**config.mk**
```make
export PLATFORM = sky130hd
export DESIGN_NAME = clk_ctrl
export DESIGN_NICKNAME = d
export VERILOG_FILES = /design/src/clk_ctrl_pkg.sv /design/src/clk_ctrl.sv /design/src/clk_sync2.sv
export SDC_FILE = /design/constraint.sdc
export NUM_CORES = 1
export LEC_CHECK = 0
export ABC_CLOCK_PERIOD_IN_PS = 2600
export BUFFER_PORTS_ARGS = -buffer_cell sky130_fd_sc_hd__clkbuf_2
export CAP_MARGIN = 5
export CORE_ASPECT_RATIO = 1.1
export CORE_MARGIN = 10
export CORE_UTILIZATION = 55
export CTS_CLUSTER_SIZE = 8
export DETAILED_ROUTE_END_ITERATION = 10
export PLACE_DENSITY_LB_ADDON = 0.15
export SLEW_MARGIN = 20
export SYNTH_ARGS = -nofsm -noshare
export SYNTH_HDL_FRONTEND = slang
export SYNTH_SLANG_ARGS = --single-unit
export TNS_END_PERCENT = 1
```
**constraint.sdc**
```tcl
create_clock -name clk_sys -period 2.6 [get_ports clk_sys]
set_clock_uncertainty 0.05 [all_clocks]
set_input_delay 0.39 -clock clk_sys [delete_from_list [all_inputs] [get_ports clk_sys]]
set_output_delay 0.39 -clock clk_sys [all_outputs]
set_load 0.03 [all_outputs]
```
**src/clk_ctrl_pkg.sv**
```systemverilog
`default_nettype none
package clk_ctrl_pkg;
    // register byte addresses
    localparam logic [7:0] OSC_CTRL_ADDR = 8'h00;
    localparam logic [7:0] FREQ_METER_ADDR = 8'h04;
    localparam logic [7:0] PLL_CFG_ADDR = 8'h08;
    localparam logic [7:0] SYS_CFG_ADDR = 8'h0c;
    localparam logic [7:0] STATUS_ADDR = 8'h10;
    localparam logic [7:0] CEIL_ADDR = 8'h14;
    localparam logic [7:0] WAKE_ADDR = 8'h18;
    // oscillator control fields
    localparam int XBY_BIT = 0;
    localparam int XEN_BIT = 1;
    localparam int RCF_LSB = 4;
    localparam int XST_LSB = 8;
    localparam int PSEL_BIT = 24;
    // frequency meter fields
    localparam int MEAS_RDY_BIT = 16;
    localparam int MEAS_RESTART_BIT = 20;
    // pll config fields
    localparam int DIV_LSB = 0;
    localparam int CNT_LSB = 8;
    localparam int GAIN_LSB = 16;
    // system clock config fields
    localparam int CSS_LSB = 0;
    localparam int MASTER_SCALER_SETTING_LSB = 4;
    localparam int HALVE_BIT = 12;
    // status bits
    localparam int ST_XTAL = 0;
    localparam int ST_PLL = 1;
    localparam int ST_SYSRDY = 3;
    localparam int ST_PSW = 16;
    localparam int ST_RC = 17;
    // widths and counts
    localparam int CNT_W = 16;
    localparam int GAIN_W = 11;
    localparam logic [4:0] MEAS_PERIODS = 5'h10;
    localparam logic [2:0] XTAL_PREDIV = 3'h7;
    localparam logic [1:0] PLL_OFF_DELAY = 2'h2;
    localparam logic [1:0] RC_FREQ_4MHZ = 2'h0;
    localparam logic [2:0] MASTER_SCALER_SETTING_DIV3 = 3'h7;
    localparam logic [1:0] CSS_SLOW = 2'h0;
    localparam logic [1:0] CSS_PRIMARY = 2'h1;
    localparam logic [1:0] CSS_PLL = 2'h2;
    localparam logic [2:0] SETTLE_CYCLES = 3'h4;
    localparam logic [7:0] SWITCH_CYCLES = 8'h40;
    localparam logic [GAIN_W-1:0] GAIN_CEIL_RST = 11'h7ff;
    localparam logic [31:0] READ_ZERO = 32'h0000_0000;
    localparam real USB_CLK_MHZ = 48.0;
    typedef enum logic [1:0] {
        MEAS_IDLE,
        MEAS_RUN,
        MEAS_DONE
    } meas_state_t;
endpackage : clk_ctrl_pkg
`default_nettype wire

```
**src/clk_ctrl.sv**
```systemverilog
// Chosen here: register access over APB and the placing of the registers.
`default_nettype none
module clk_ctrl (
    input wire logic clk_sys,
    input wire logic resetn,
    input wire logic psel,
    input wire logic penable,
    input wire logic pwrite,
    input wire logic [7:0] paddr,
    input wire logic [31:0] pwdata,
    output logic [31:0] prdata,
    output logic pready,
    output logic pslverr,
    input wire logic low_freq_clock,
    input wire logic primary_clock,
    input wire logic rc_ready_in,
    input wire logic xtal_present_in,
    input wire logic pll_locked_in,
    input wire logic cpu_sleep_req,
    input wire logic cpu_instr_done,
    input wire logic wake_irq,
    output logic xtal_enable_bit,
    output logic xtal_bypass_bit,
    output logic [1:0] rc_freq_select,
    output logic primary_source_select,
    output logic pll_enable,
    output logic [7:0] pll_ratio,
    output logic [clk_ctrl_pkg::GAIN_W-1:0] pll_gain_out,
    output logic pll_halve_bit,
    output logic [1:0] master_source_select,
    output logic [2:0] master_scaler_setting,
    output logic usb_clk_enable,
    output logic core_clk_enable
);
    timeunit 1ns;
    timeprecision 1ps;
    localparam int GAIN_W_P = clk_ctrl_pkg::GAIN_W;
    localparam int CW = clk_ctrl_pkg::CNT_W;

    function automatic logic [GAIN_W_P-1:0] clamp_gain(input logic [GAIN_W_P-1:0] g,
                                                        input logic [GAIN_W_P-1:0] c);
        clamp_gain = (g > c) ? c : g;
    endfunction : clamp_gain

    function automatic logic hit(input logic [7:0] a, input logic [7:0] r);
        hit = (a == r);
    endfunction : hit

    // synchronise pins and slow clock
    logic [4:0] sync_q;
    clk_sync2 #(.W(5)) u_sync (
        .clk_sys(clk_sys),
        .resetn(resetn),
        .async_in({low_freq_clock, primary_clock, rc_ready_in, xtal_present_in, pll_locked_in}),
        .sync_out(sync_q)
    );
    logic slow_s, prim_s, rc_s, xtal_s, lock_s;
    assign {slow_s, prim_s, rc_s, xtal_s, lock_s} = sync_q;

    logic slow_d1_q, prim_d1_q;
    always_ff @(posedge clk_sys or negedge resetn) begin
        if (!resetn) begin
            slow_d1_q <= 1'b0;
            prim_d1_q <= 1'b0;
        end else begin
            slow_d1_q <= slow_s;
            prim_d1_q <= prim_s;
        end
    end
    logic slow_rise, slow_fall, prim_rise;
    assign slow_rise = slow_s & ~slow_d1_q;
    assign slow_fall = ~slow_s & slow_d1_q;
    assign prim_rise = prim_s & ~prim_d1_q;

    // bus strobes
    logic wr_en, rd_en;
    assign wr_en = psel & penable & pwrite;
    assign rd_en = psel & penable & ~pwrite;

    // oscillator control
    logic [7:0] xtal_startup_count;
    logic osc_wr, meas_wr, pll_wr, sys_wr;
    assign osc_wr = wr_en & hit(paddr, clk_ctrl_pkg::OSC_CTRL_ADDR);
    assign meas_wr = wr_en & hit(paddr, clk_ctrl_pkg::FREQ_METER_ADDR);
    assign pll_wr = wr_en & hit(paddr, clk_ctrl_pkg::PLL_CFG_ADDR);
    assign sys_wr = wr_en & hit(paddr, clk_ctrl_pkg::SYS_CFG_ADDR);

    always_ff @(posedge clk_sys or negedge resetn) begin
        if (!resetn) begin
            xtal_enable_bit <= 1'b0;
            xtal_bypass_bit <= 1'b0;
            rc_freq_select <= clk_ctrl_pkg::RC_FREQ_4MHZ;
            xtal_startup_count <= 8'h00;
            primary_source_select <= 1'b0;
        end else if (osc_wr) begin
            xtal_bypass_bit <= pwdata[clk_ctrl_pkg::XBY_BIT];
            xtal_enable_bit <= pwdata[clk_ctrl_pkg::XEN_BIT];
            rc_freq_select <= pwdata[clk_ctrl_pkg::RCF_LSB +: 2];
            xtal_startup_count <= pwdata[clk_ctrl_pkg::XST_LSB +: 8];
            primary_source_select <= pwdata[clk_ctrl_pkg::PSEL_BIT];
        end
    end

    // crystal startup counter on slow clock / 8
    logic [2:0] xpre_q;
    logic [7:0] xcnt_q;
    logic xtal_stable_flag, xtal_counting_q;
    always_ff @(posedge clk_sys or negedge resetn) begin
        if (!resetn) begin
            xpre_q <= 3'h0;
            xcnt_q <= 8'h00;
            xtal_counting_q <= 1'b0;
            xtal_stable_flag <= 1'b0;
        end else if (osc_wr) begin
            xpre_q <= 3'h0;
            xcnt_q <= pwdata[clk_ctrl_pkg::XST_LSB +: 8];
            xtal_counting_q <= pwdata[clk_ctrl_pkg::XEN_BIT] | pwdata[clk_ctrl_pkg::XBY_BIT];
            if (!(xtal_enable_bit && pwdata[clk_ctrl_pkg::XEN_BIT])) begin
                xtal_stable_flag <= pwdata[clk_ctrl_pkg::XBY_BIT] & xtal_stable_flag;
            end
        end else if (xtal_counting_q && slow_rise) begin
            xpre_q <= xpre_q + 3'h1;
            if (xpre_q == clk_ctrl_pkg::XTAL_PREDIV) begin
                if (xcnt_q == 8'h00) begin
                    xtal_stable_flag <= 1'b1;
                    xtal_counting_q <= 1'b0;
                end else begin
                    xcnt_q <= xcnt_q - 8'h01;
                end
            end
        end
    end

    // rc stable tracking
    logic rc_stable_flag, rc_stable_d1_q, xtal_stable_d1_q, psel_d1_q;
    always_ff @(posedge clk_sys or negedge resetn) begin
        if (!resetn) begin
            rc_stable_flag <= 1'b0;
            rc_stable_d1_q <= 1'b0;
            xtal_stable_d1_q <= 1'b0;
            psel_d1_q <= 1'b0;
        end else begin
            rc_stable_flag <= rc_s & ~(osc_wr && pwdata[clk_ctrl_pkg::RCF_LSB +: 2] != rc_freq_select);
            rc_stable_d1_q <= rc_stable_flag;
            xtal_stable_d1_q <= xtal_stable_flag;
            psel_d1_q <= primary_source_select;
        end
    end

    // glitch-free primary switch: hold off for a settle window, then report
    logic primary_switch_done_flag;
    logic [7:0] sw_cnt_q;
    always_ff @(posedge clk_sys or negedge resetn) begin
        if (!resetn) begin
            sw_cnt_q <= 8'h00;
            primary_switch_done_flag <= 1'b1;
        end else if (primary_source_select != psel_d1_q) begin
            sw_cnt_q <= clk_ctrl_pkg::SWITCH_CYCLES;
            primary_switch_done_flag <= 1'b0;
        end else if (sw_cnt_q != 8'h00) begin
            sw_cnt_q <= sw_cnt_q - 8'h01;
        end else begin
            // crystal presence decides the outcome when the crystal is chosen
            primary_switch_done_flag <= ~primary_source_select | xtal_s;
        end
    end

    // frequency meter
    clk_ctrl_pkg::meas_state_t meas_q;
    logic [CW-1:0] measured_cycle_count;
    logic [4:0] per_q;
    logic measure_done_flag, meas_start;
    assign meas_start = (meas_wr & pwdata[clk_ctrl_pkg::MEAS_RESTART_BIT])
        | (~primary_source_select & rc_stable_flag & ~rc_stable_d1_q)
        | (primary_source_select & xtal_stable_flag & ~xtal_stable_d1_q)
        | (primary_source_select != psel_d1_q);
    assign measure_done_flag = (meas_q == clk_ctrl_pkg::MEAS_DONE);
    always_ff @(posedge clk_sys or negedge resetn) begin
        if (!resetn) begin
            meas_q <= clk_ctrl_pkg::MEAS_IDLE;
            measured_cycle_count <= '0;
            per_q <= 5'h00;
        end else if (meas_start) begin
            meas_q <= clk_ctrl_pkg::MEAS_RUN;
            measured_cycle_count <= '0;
            per_q <= 5'h00;
        end else begin
            case (meas_q)
                clk_ctrl_pkg::MEAS_RUN: begin
                    // counting opens at the first falling edge, so the window is whole slow periods
                    if (prim_rise && per_q != 5'h00) begin
                        measured_cycle_count <= measured_cycle_count + 1'b1;
                    end
                    if (slow_fall) begin
                        per_q <= per_q + 5'h01;
                        if (per_q == clk_ctrl_pkg::MEAS_PERIODS) begin
                            meas_q <= clk_ctrl_pkg::MEAS_DONE;
                        end
                    end
                end
                clk_ctrl_pkg::MEAS_IDLE, clk_ctrl_pkg::MEAS_DONE: begin
                    meas_q <= meas_q;
                end
                default: begin
                    meas_q <= clk_ctrl_pkg::MEAS_IDLE;
                end
            endcase
        end
    end

    // pll configuration
    logic [GAIN_W_P-1:0] pll_gain_field, pll_gain_ceiling;
    logic [7:0] pll_settle_count;
    always_ff @(posedge clk_sys or negedge resetn) begin
        if (!resetn) begin
            pll_ratio <= 8'h00;
            pll_gain_field <= '0;
            pll_settle_count <= 8'h00;
        end else if (pll_wr) begin
            pll_ratio <= pwdata[clk_ctrl_pkg::DIV_LSB +: 8];
            pll_gain_field <= pwdata[clk_ctrl_pkg::GAIN_LSB +: GAIN_W_P];
            pll_settle_count <= pwdata[clk_ctrl_pkg::CNT_LSB +: 8];
        end
    end
    always_ff @(posedge clk_sys or negedge resetn) begin
        if (!resetn) begin
            pll_gain_ceiling <= clk_ctrl_pkg::GAIN_CEIL_RST;
        end else if (wr_en && hit(paddr, clk_ctrl_pkg::CEIL_ADDR)) begin
            pll_gain_ceiling <= pwdata[GAIN_W_P-1:0];
        end
    end
    always_ff @(posedge clk_sys or negedge resetn) begin
        if (!resetn) begin
            pll_gain_out <= '0;
        end else begin
            pll_gain_out <= clamp_gain(pll_gain_field, pll_gain_ceiling);
        end
    end

    // pll power down after two slow cycles, settle counter
    logic pll_cfg_on;
    logic [1:0] off_cnt_q;
    logic [7:0] settle_q;
    logic pll_settled_q;
    assign pll_cfg_on = (pll_ratio != 8'h00) && (pll_gain_field != '0);
    always_ff @(posedge clk_sys or negedge resetn) begin
        if (!resetn) begin
            pll_enable <= 1'b0;
            off_cnt_q <= 2'h0;
        end else if (pll_cfg_on) begin
            pll_enable <= 1'b1;
            off_cnt_q <= 2'h0;
        end else if (pll_enable && slow_rise) begin
            off_cnt_q <= off_cnt_q + 2'h1;
            if (off_cnt_q + 2'h1 == clk_ctrl_pkg::PLL_OFF_DELAY) begin
                pll_enable <= 1'b0;
            end
        end
    end
    always_ff @(posedge clk_sys or negedge resetn) begin
        if (!resetn) begin
            settle_q <= 8'h00;
            pll_settled_q <= 1'b0;
        end else if (pll_wr) begin
            settle_q <= pwdata[clk_ctrl_pkg::CNT_LSB +: 8];
            pll_settled_q <= 1'b0;
        end else if (!pll_cfg_on) begin
            pll_settled_q <= 1'b0;
        end else if (!pll_settled_q && slow_rise) begin
            if (settle_q == 8'h00) begin
                pll_settled_q <= lock_s | 1'b1;
            end else begin
                settle_q <= settle_q - 8'h01;
            end
        end
    end

    // system clock selector and prescaler configuration
    logic system_clock_ready_flag;
    logic [2:0] rdy_cnt_q;
    always_ff @(posedge clk_sys or negedge resetn) begin
        if (!resetn) begin
            master_source_select <= clk_ctrl_pkg::CSS_PRIMARY;
            master_scaler_setting <= 3'h0;
            pll_halve_bit <= 1'b0;
        end else if (sys_wr) begin
            master_source_select <= pwdata[clk_ctrl_pkg::CSS_LSB +: 2];
            master_scaler_setting <= pwdata[clk_ctrl_pkg::MASTER_SCALER_SETTING_LSB +: 3];
            pll_halve_bit <= pwdata[clk_ctrl_pkg::HALVE_BIT];
        end
    end
    always_ff @(posedge clk_sys or negedge resetn) begin
        if (!resetn) begin
            rdy_cnt_q <= 3'h0;
            system_clock_ready_flag <= 1'b1;
        end else if (sys_wr) begin
            rdy_cnt_q <= 3'h0;
            system_clock_ready_flag <= 1'b0;
        end else if (!system_clock_ready_flag && slow_rise) begin
            rdy_cnt_q <= rdy_cnt_q + 3'h1;
            if (rdy_cnt_q + 3'h1 == clk_ctrl_pkg::SETTLE_CYCLES) begin
                system_clock_ready_flag <= 1'b1;
            end
        end
    end

    // usb clock enable follows a settled pll
    always_ff @(posedge clk_sys or negedge resetn) begin
        if (!resetn) begin
            usb_clk_enable <= 1'b0;
        end else begin
            usb_clk_enable <= pll_settled_q & pll_enable;
        end
    end

    // processor sleep gating, changed only on the clock edge so no runt pulse
    logic deep_sleep_select;
    always_ff @(posedge clk_sys or negedge resetn) begin
        if (!resetn) begin
            deep_sleep_select <= 1'b0;
        end else if (wr_en && hit(paddr, clk_ctrl_pkg::WAKE_ADDR)) begin
            deep_sleep_select <= pwdata[0];
        end
    end
    always_ff @(posedge clk_sys or negedge resetn) begin
        if (!resetn) begin
            core_clk_enable <= 1'b1;
        end else if (wake_irq) begin
            core_clk_enable <= 1'b1;
        end else if (cpu_sleep_req && cpu_instr_done && !deep_sleep_select) begin
            core_clk_enable <= 1'b0;
        end
    end

    // apb read path and answer
    logic [31:0] rdata_d;
    always_comb begin
        rdata_d = clk_ctrl_pkg::READ_ZERO;
        case (paddr)
            clk_ctrl_pkg::OSC_CTRL_ADDR: begin
                rdata_d[clk_ctrl_pkg::XBY_BIT] = xtal_bypass_bit;
                rdata_d[clk_ctrl_pkg::XEN_BIT] = xtal_enable_bit;
                rdata_d[clk_ctrl_pkg::RCF_LSB +: 2] = rc_freq_select;
                rdata_d[clk_ctrl_pkg::XST_LSB +: 8] = xtal_startup_count;
                rdata_d[clk_ctrl_pkg::PSEL_BIT] = primary_source_select;
            end
            clk_ctrl_pkg::FREQ_METER_ADDR: begin
                rdata_d[CW-1:0] = measured_cycle_count;
                rdata_d[clk_ctrl_pkg::MEAS_RDY_BIT] = measure_done_flag;
            end
            clk_ctrl_pkg::PLL_CFG_ADDR: begin
                rdata_d[clk_ctrl_pkg::DIV_LSB +: 8] = pll_ratio;
                rdata_d[clk_ctrl_pkg::CNT_LSB +: 8] = pll_settle_count;
                rdata_d[clk_ctrl_pkg::GAIN_LSB +: GAIN_W_P] = pll_gain_field;
            end
            clk_ctrl_pkg::SYS_CFG_ADDR: begin
                rdata_d[clk_ctrl_pkg::CSS_LSB +: 2] = master_source_select;
                rdata_d[clk_ctrl_pkg::MASTER_SCALER_SETTING_LSB +: 3] = master_scaler_setting;
                rdata_d[clk_ctrl_pkg::HALVE_BIT] = pll_halve_bit;
            end
            clk_ctrl_pkg::STATUS_ADDR: begin
                rdata_d[clk_ctrl_pkg::ST_XTAL] = xtal_stable_flag;
                rdata_d[clk_ctrl_pkg::ST_PLL] = pll_settled_q;
                rdata_d[clk_ctrl_pkg::ST_SYSRDY] = system_clock_ready_flag;
                rdata_d[clk_ctrl_pkg::ST_PSW] = primary_switch_done_flag;
                rdata_d[clk_ctrl_pkg::ST_RC] = rc_stable_flag;
            end
            clk_ctrl_pkg::CEIL_ADDR: begin
                rdata_d[GAIN_W_P-1:0] = pll_gain_ceiling;
            end
            clk_ctrl_pkg::WAKE_ADDR: begin
                rdata_d[0] = deep_sleep_select;
            end
            default: begin
                rdata_d = clk_ctrl_pkg::READ_ZERO;
            end
        endcase
    end
    logic mapped;
    assign mapped = (paddr[1:0] == 2'h0) && (paddr <= clk_ctrl_pkg::WAKE_ADDR);
    always_ff @(posedge clk_sys or negedge resetn) begin
        if (!resetn) begin
            prdata <= clk_ctrl_pkg::READ_ZERO;
            pready <= 1'b0;
            pslverr <= 1'b0;
        end else begin
            pready <= psel & ~penable;
            pslverr <= psel & ~penable & ~mapped;
            if (psel && !penable && !pwrite) begin
                prdata <= rdata_d;
            end
        end
    end
endmodule : clk_ctrl
`default_nettype wire

```
**src/clk_sync2.sv**
```systemverilog
`default_nettype none
module clk_sync2 #(
    parameter int W = 1
) (
    input wire logic clk_sys,
    input wire logic resetn,
    input wire logic [W-1:0] async_in,
    output logic [W-1:0] sync_out
);
    timeunit 1ns;
    timeprecision 1ps;
    logic [W-1:0] meta_q;
    always_ff @(posedge clk_sys or negedge resetn) begin
        if (!resetn) begin
            meta_q <= '0;
            sync_out <= '0;
        end else begin
            meta_q <= async_in;
            sync_out <= meta_q;
        end
    end
endmodule : clk_sync2
`default_nettype wire

```
==> reports/qor.yml, run 1 <==
routing:
  initialDrtViolationCount: 754
  vias: 7069
  drcViolationCount: 0
  ant_nets: 0
  wl_um: 23300
  vias_per_cell: 5.88
  wire_per_inst_um: 19.4
  first_pass_iters: 6
setup_path:
  path_max_fanout: 11
  r2r-end: "pll_gain_out[6]$_DFF_PN0_"
  reg2reg_slack_ns: 0.18
  required_ns: 2.91
  path_class: "reg -> reg"
  crit_path_end_kind: "register"
  crit_arrival_ns: 2.73
  rr_startpoint: "pll_gain_ceiling[1]$_DFFE_PN1P_"
  critPathLaunchType: "register"
  rr_worst_depth: 7
power_and_ir_drop:
  ir_drop_uv: 456
  netSwitchingFraction_pct: 26.6
  seq_power_share_pct: 45.9
  pwr_density_cell_nw_per_um2: 686
  power.leakage_nw: 4.85
  p_sw_mw: 1.83
  power.internal_mw: 5.06
  p_clk_share_pct: 40.7
  comb_power_share_pct: 13.4
grt:
  grt_usage_pct: 22.7
  grt_overflow: 0
  grt_pass1_wl_um: 38000
  grt_pass1_vias: 7082
  grt_start_max_net_pins: 61
  antenna_found_initial: 0
sta:
  tightest_slew_ns: 0.940
  slew_violations: 0
  fin_crit_ns: 2.42
  tns_ns: 0
  fmax_mhz: 413
  rsz0062_at_grt: "no"
  max-slew-margin-rel_pct: 37.3
  final-setup-viol-count: 0
  post-route-period-util_pct: 93.2
  final_hold_viol_count: 0
placed_design:
  dpl.cell_count: 1166
  dp_hpwl_um: 16600
  place_congestion: 0.877
  place.port_buffers: 108
finish:
  area_growth_syn_to_layout_pct: 18.8
  layout_commonest_cell: "nand2_1"
  drive_gt1_share_pct: 21.9
  final_cell_mix: "nand2_1, dfrtp_1, clkbuf_2"
  register_area_um2: 4400
  fin_cells: 1202
  layout.nets: 1072
  diodes: 0
  multi_input_area_um2: 3770
  fillers: 1266
min_path:
  hp-class: "in -> reg"
  holdPathEnd: "core_clk_enable$_DFFE_PN1P_"
  min_from: "wake_irq"
  hold_depth: 2
clock_tree:
  root_buffer: "clkbuf_16"
  clock_sinks: 175
  ctsHtreeMaxLevel: 4
  numCtsBuffers: 17
  path_clk_slew_ns: 0.07
  cts_setup_buffers: 0
  cts_buffer_depth: 2
  cts_tree: "yes"
  worstSkewPairLatency_ns: 0.43
floorplan:
  core_area_um2: 15100
  die_h_um: 150
  rows: 47
  pin_count: 120
  dieArea_um2: 20800
  fp.dieW_um: 138
  start_util_pct: 56.2
synthesis:
  ys_seq_area_share_pct: 52.0
  synth_top_area_share_pct: 47.3
  synth.distinct_cells: 57
  yosys_most_used_dff: "dfrtp_1"
  netlist_instances: 868
  synth_edf_count: 0
  avgSynthCellArea_um2: 9.75
  synthTopCellsByArea: "dfrtp_1, nand2_1, dfstp_2"
  synth.largest_area_cell: "dfrtp_1"
  yosysWarningCount: 0
  syn_area_um2: 8460
  ys_seq_elements: 175
  synthArstFlopShare_pct: 100
run:
  maxCapViolCount: 0
run_status:
  status: "completed"
worst max-delay path, stage by stage (launching register included):
cell	delay [ns]
dfstp_2	0.60
inv_1	0.06
ha_1	0.28
nor2b_1	0.12
o21ai_0	0.11
a21oi_1	0.77
o2111ai_1	0.23
nand3_1	0.12
final cells by class:
cell class / count / area share (%)
Timing Repair Buffer: 148 / 8.92
Sequential cell: 175 / 43.8
Clock inverter: 10 / 1.83
Clock buffer: 21 / 4.58
Tap cell: 196 / 2.44
Inverter: 26 / 0.971
Multi-Input combinational cell: 626 / 37.5
routing by layer:
metal	GRT usage [%]	share of wire, %
met1	28.3	42
met2	38.2	48
met3	6.05	7.7
met4	6.38	1.9
met5	0	0
repair_timing:
item | in CTS | in global routing
hold buffers | 5 | 0
hold endpoints to repair | 56 | 0
setup endpoints to repair | 0 | 2
resized for setup | 0 | 1
power groups by stage:
stage | combinational (mW) | sequential [mW] | clock, mW
6_report | 0.921 | 3.17 | 2.81
5_1_grt | 1.05 | 3.20 | 2.94
4_1_cts | 0.928 | 3.16 | 2.84
3_5_place_dp | 0.909 | 3.21 | 0
3_3_place_gp | 0.877 | 3.20 | 0
2_1_floorplan | 0.534 | 3.23 | 0
synth_stat cells (all sizes together) (2+ instances only):
cell / n
nand2: 194
dfrtp: 160
nor2: 58
nand3: 41
inv: 26
ha: 25
o21ai: 25
buf: 24
a21oi: 23
clkbuf: 21
mux2: 21
xor2: 21
nand4: 20
nor3: 19
xnor2: 19
and3: 18
a221oi: 17
dfstp: 15
nor4: 11
o2111ai: 10
a22oi: 9
a31oi: 9
a222oi: 8
nand2b: 8
a22o: 7
o211ai: 7
and2: 6
nor2b: 5
or4: 5
and4: 4
nor4b: 4
or3: 4
nand4b: 3
or2: 3
a211oi: 2
nor3b: 2
through the flow:
stage / instance area (um^2) / setup WS (ns) / hold WS (ns) / utilization (%) / total power [mW]
6_report: 10100 / 0.177 / 0.102 / 66.8 / 6.89
5_1_grt: 10100 / 0.0335 / 0.106 / 66.8 / 7.18
3_3_place_gp: 9350 / 0.268 / 0.282 / 62.1 / 4.08
2_1_floorplan: 8480 / 0.568 / 0.0444 / - / 3.77
4_1_cts: 10000 / 0.189 / 0.0906 / 66.7 / 6.93
3_5_place_dp: 9350 / 0.216 / 0.286 / 62.1 / 4.11
cells by family after synthesis:
| logic type | Yosys count | share of synthesized area (%) |
|---|---|---|
| AOI/OAI and AO/OA | 126 | 10.5 |
| other | 1 | 0.0443 |
| DFF | 175 | 52.0 |
| and+or+nand+nor | 408 | 23.0 |
| xor gates and xnor gates | 40 | 4.14 |
| adders and majority gates | 25 | 3.70 |
| muxes | 22 | 2.91 |
| buffers and inverters | 71 | 3.74 |
how the worst max path moves through the flow:
stage / from / end / slack, ns
detailed placement: pll_gain_ceiling[9]$_DFFE_PN1P_ / pll_gain_out[8]$_DFF_PN0_ / 0.22
finish: pll_gain_ceiling[1]$_DFFE_PN1P_ / pll_gain_out[6]$_DFF_PN0_ / 0.18
global route: pll_gain_ceiling[9]$_DFFE_PN1P_ / pll_gain_out[0]$_DFF_PN0_ / 0.03
global placement: pll_gain_ceiling[1]$_DFFE_PN1P_ / pll_gain_out[8]$_DFF_PN0_ / 0.27
floorplan: per_q[0]$_DFFE_PN0P_ / measured_cycle_count[14]$_DFFE_PN0P_ / 0.57
CTS: pll_gain_ceiling[9]$_DFFE_PN1P_ / pll_gain_out[0]$_DFF_PN0_ / 0.19
sequential cells by signal, summed over array words and instances, names as in the netlist, 4 cells and up:
register / flops
pll_gain_ceiling: 11
pll_settle_count: 8
measured_cycle_count: 16
pll_gain_out: 11
prdata: 27
per_q: 5
settle_q: 8
sw_cnt_q: 8
u_sync.sync_out: 4
pll_gain_field: 11
xtal_startup_count: 8
xcnt_q: 8
pll_ratio: 8
u_sync.meta_q: 4
(Power assumes the default switching activity.)
==> run 2: changes to the inputs <==
Settings changed: RECOVER_POWER set to 25.
==> run 2 against run 1 <==
Against the previous run: the run now ends with capacitance limit, slew limit left; sequential share of layout area barely moved; die area did not move; fmax fell by 0.34%; core utilization fell by 0.066 points; hold slack barely moved; via count fell by 0.13%; final cell count did not move; clock power barely moved; global-route usage did not move; register-to-register slack barely moved; count of clock-buffer cells in the layout did not move; combinational power barely moved; critical endpoint unchanged; largest power group unchanged; highest routed layer unchanged.
==> reports/qor.yml, run 2 (synthesis results as in run 1) <==
grt:
  grt_overflow: 0
  grt_start_max_net_pins: 61
  grt_pass1_vias: 7082
  grt_pass1_wl_um: 38000
  antenna_found_initial: 0
  grt_usage_pct: 22.7
min_path:
  hp-class: "in -> reg"
routing:
  drcViolationCount: 0
  initialDrtViolationCount: 766
  wl_um: 23200
  first_pass_iters: 6
  ant_nets: 0
  vias_per_cell: 5.87
  vias: 7060
  wire_per_inst_um: 19.3
finish:
  layout.nets: 1072
  area_growth_syn_to_layout_pct: 18.6
  drive_gt1_share_pct: 21.8
  top_register: "prdata"
  largest_registers: "prdata (27), measured_cycle_count (16)"
  fin_cells: 1202
  final_cell_mix: "nand2_1, dfrtp_1, clkbuf_2"
  stdcell_area_um2: 10000
  layout_commonest_cell: "nand2_1"
  diodes: 0
  largest_reg_flops: 27
  fillers: 1266
sta:
  tns_ns: 0
  post-route-period-util_pct: 93.5
  fmax_mhz: 411
  max-slew-margin-rel_pct: -7.10
  final-setup-viol-count: 0
  fin_crit_ns: 2.43
  tightest_slew_ns: 1.61
  final_hold_viol_count: 0
  slew_violations: 59
  rsz0062_at_grt: "no"
placed_design:
  place.port_buffers: 108
  place_congestion: 0.877
  dpl.cell_count: 1166
  dpl_cell_area_um2: 9350
  dp_hpwl_um: 16600
power_and_ir_drop:
  seq_power_share_pct: 45.9
  p_sw_mw: 1.83
  netSwitchingFraction_pct: 26.6
  finalPower_mw: 6.89
  ir_drop_uv: 457
  power.internal_mw: 5.06
  pwr_density_cell_nw_per_um2: 686
  comb_power_share_pct: 13.3
  p_clk_share_pct: 40.7
  power.leakage_nw: 4.85
clock_tree:
  root_buffer: "clkbuf_16"
  path_clk_slew_ns: 0.07
  worstSkewPairLatency_ns: 0.43
  cts_buffer_depth: 2
  ctsHtreeMaxLevel: 4
  numCtsBuffers: 17
  clock_sinks: 175
  cts_tree: "yes"
run_status:
  status: "finished with violations"
  violations: "capacitance limit, slew limit"
run:
  maxCapViolCount: 1
floorplan:
  core_area_um2: 15100
  dieArea_um2: 20800
  start_util_pct: 56.2
  die_h_um: 150
  rows: 47
  fp.dieW_um: 138
  pin_count: 120
setup_path:
  crit_path_end_kind: "register"
  path_max_fanout: 11
  path_class: "reg -> reg"
  required_ns: 2.91
  crit_arrival_ns: 2.74
  critPathLaunchType: "register"
[run 2: changes by cell type in the layout (fill, tap and decap cells not counted), sizes merged]
cell	previous run	this run
buf	36	34
clkbuf	128	130
[run 2: area by class of cell]
class / count / area (um^2) / share of cell area, %
flip-flops and latches: 175 / 4400 / 43.8
multi-input cells: 626 / 3770 / 37.5
repair buffers: 148 / 887 / 8.83
clock buffers: 21 / 460 / 4.59
well taps: 196 / 245 / 2.44
clock inverters: 10 / 184 / 1.83
inverters: 26 / 97.6 / 0.972
[run 2: stage by stage]
step	utilization, %	worst slack, ns	hold slack (ns)
final	66.7	0.168	0.103
after global routing	66.7	0.0335	0.106
after CTS	66.7	0.189	0.0906
after detailed placement	62.1	0.216	0.286
after global placement	62.1	0.268	0.282
after floorplan	-	0.568	0.0444
[run 2: worst paths after layout]
path | cells after the start | slack, ns | start | endpoint
worst max-delay path | 7 | 0.17 | pll_gain_ceiling[1]$_DFFE_PN1P_ | pll_gain_out[6]$_DFF_PN0_
worst min-delay path | 2 | 0.10 | wake_irq | core_clk_enable$_DFFE_PN1P_
worst max register to register | 7 | 0.17 | pll_gain_ceiling[1]$_DFFE_PN1P_ | pll_gain_out[6]$_DFF_PN0_
worst min register to register | 0 | 0.30 | u_sync.meta_q[3]$_DFF_PN0_ | u_sync.sync_out[3]$_DFF_PN0_
max in group asynchronous | 3 | 0.51 | resetn | master_source_select[0]$_DFFE_PN1P_
min in group asynchronous | 2 | 0.86 | resetn | pll_gain_out[9]$_DFF_PN0_
[run 2: critical path, stage by stage (launching register included)]
cell and delay [ns]:
dfstp_2 0.60, inv_1 0.06, ha_1 0.28, nor2b_1 0.11, o21ai_0 0.11, a21oi_1 0.77, o2111ai_1 0.23, nand3_1 0.13
[run 2: routing by layer]
| metal | track usage, % | share of wire [%] | vias to the layer above | wire (um) |
|---|---|---|---|---|
| met5 | 0 | 0 | - | 0 |
| met3 | 6.05 | 8.0 | 39 | 1850 |
| met4 | 6.38 | 1.9 | 0 | 443 |
| met1 | 28.3 | 41 | 3447 | 9570 |
| met2 | 38.2 | 49 | 278 | 11400 |
| li1 | - | - | 3296 | - |
[run 2: repair_timing]
action,CTS,global route
buffers inserted,0,0
endpoints found under the hold margin,56,0
hold buffers,5,0
endpoints found under the setup margin,0,2
resized for setup,0,1
[run 2: power groups by stage]
| stage | Combinational, mW | Sequential [mW] | Clock, mW |
|---|---|---|---|
| floorplan | 0.534 | 3.23 | 0 |
| global placement | 0.877 | 3.20 | 0 |
| detailed placement | 0.909 | 3.21 | 0 |
| CTS | 0.928 | 3.16 | 2.84 |
| global route | 1.05 | 3.20 | 2.94 |
| finish | 0.919 | 3.17 | 2.81 |
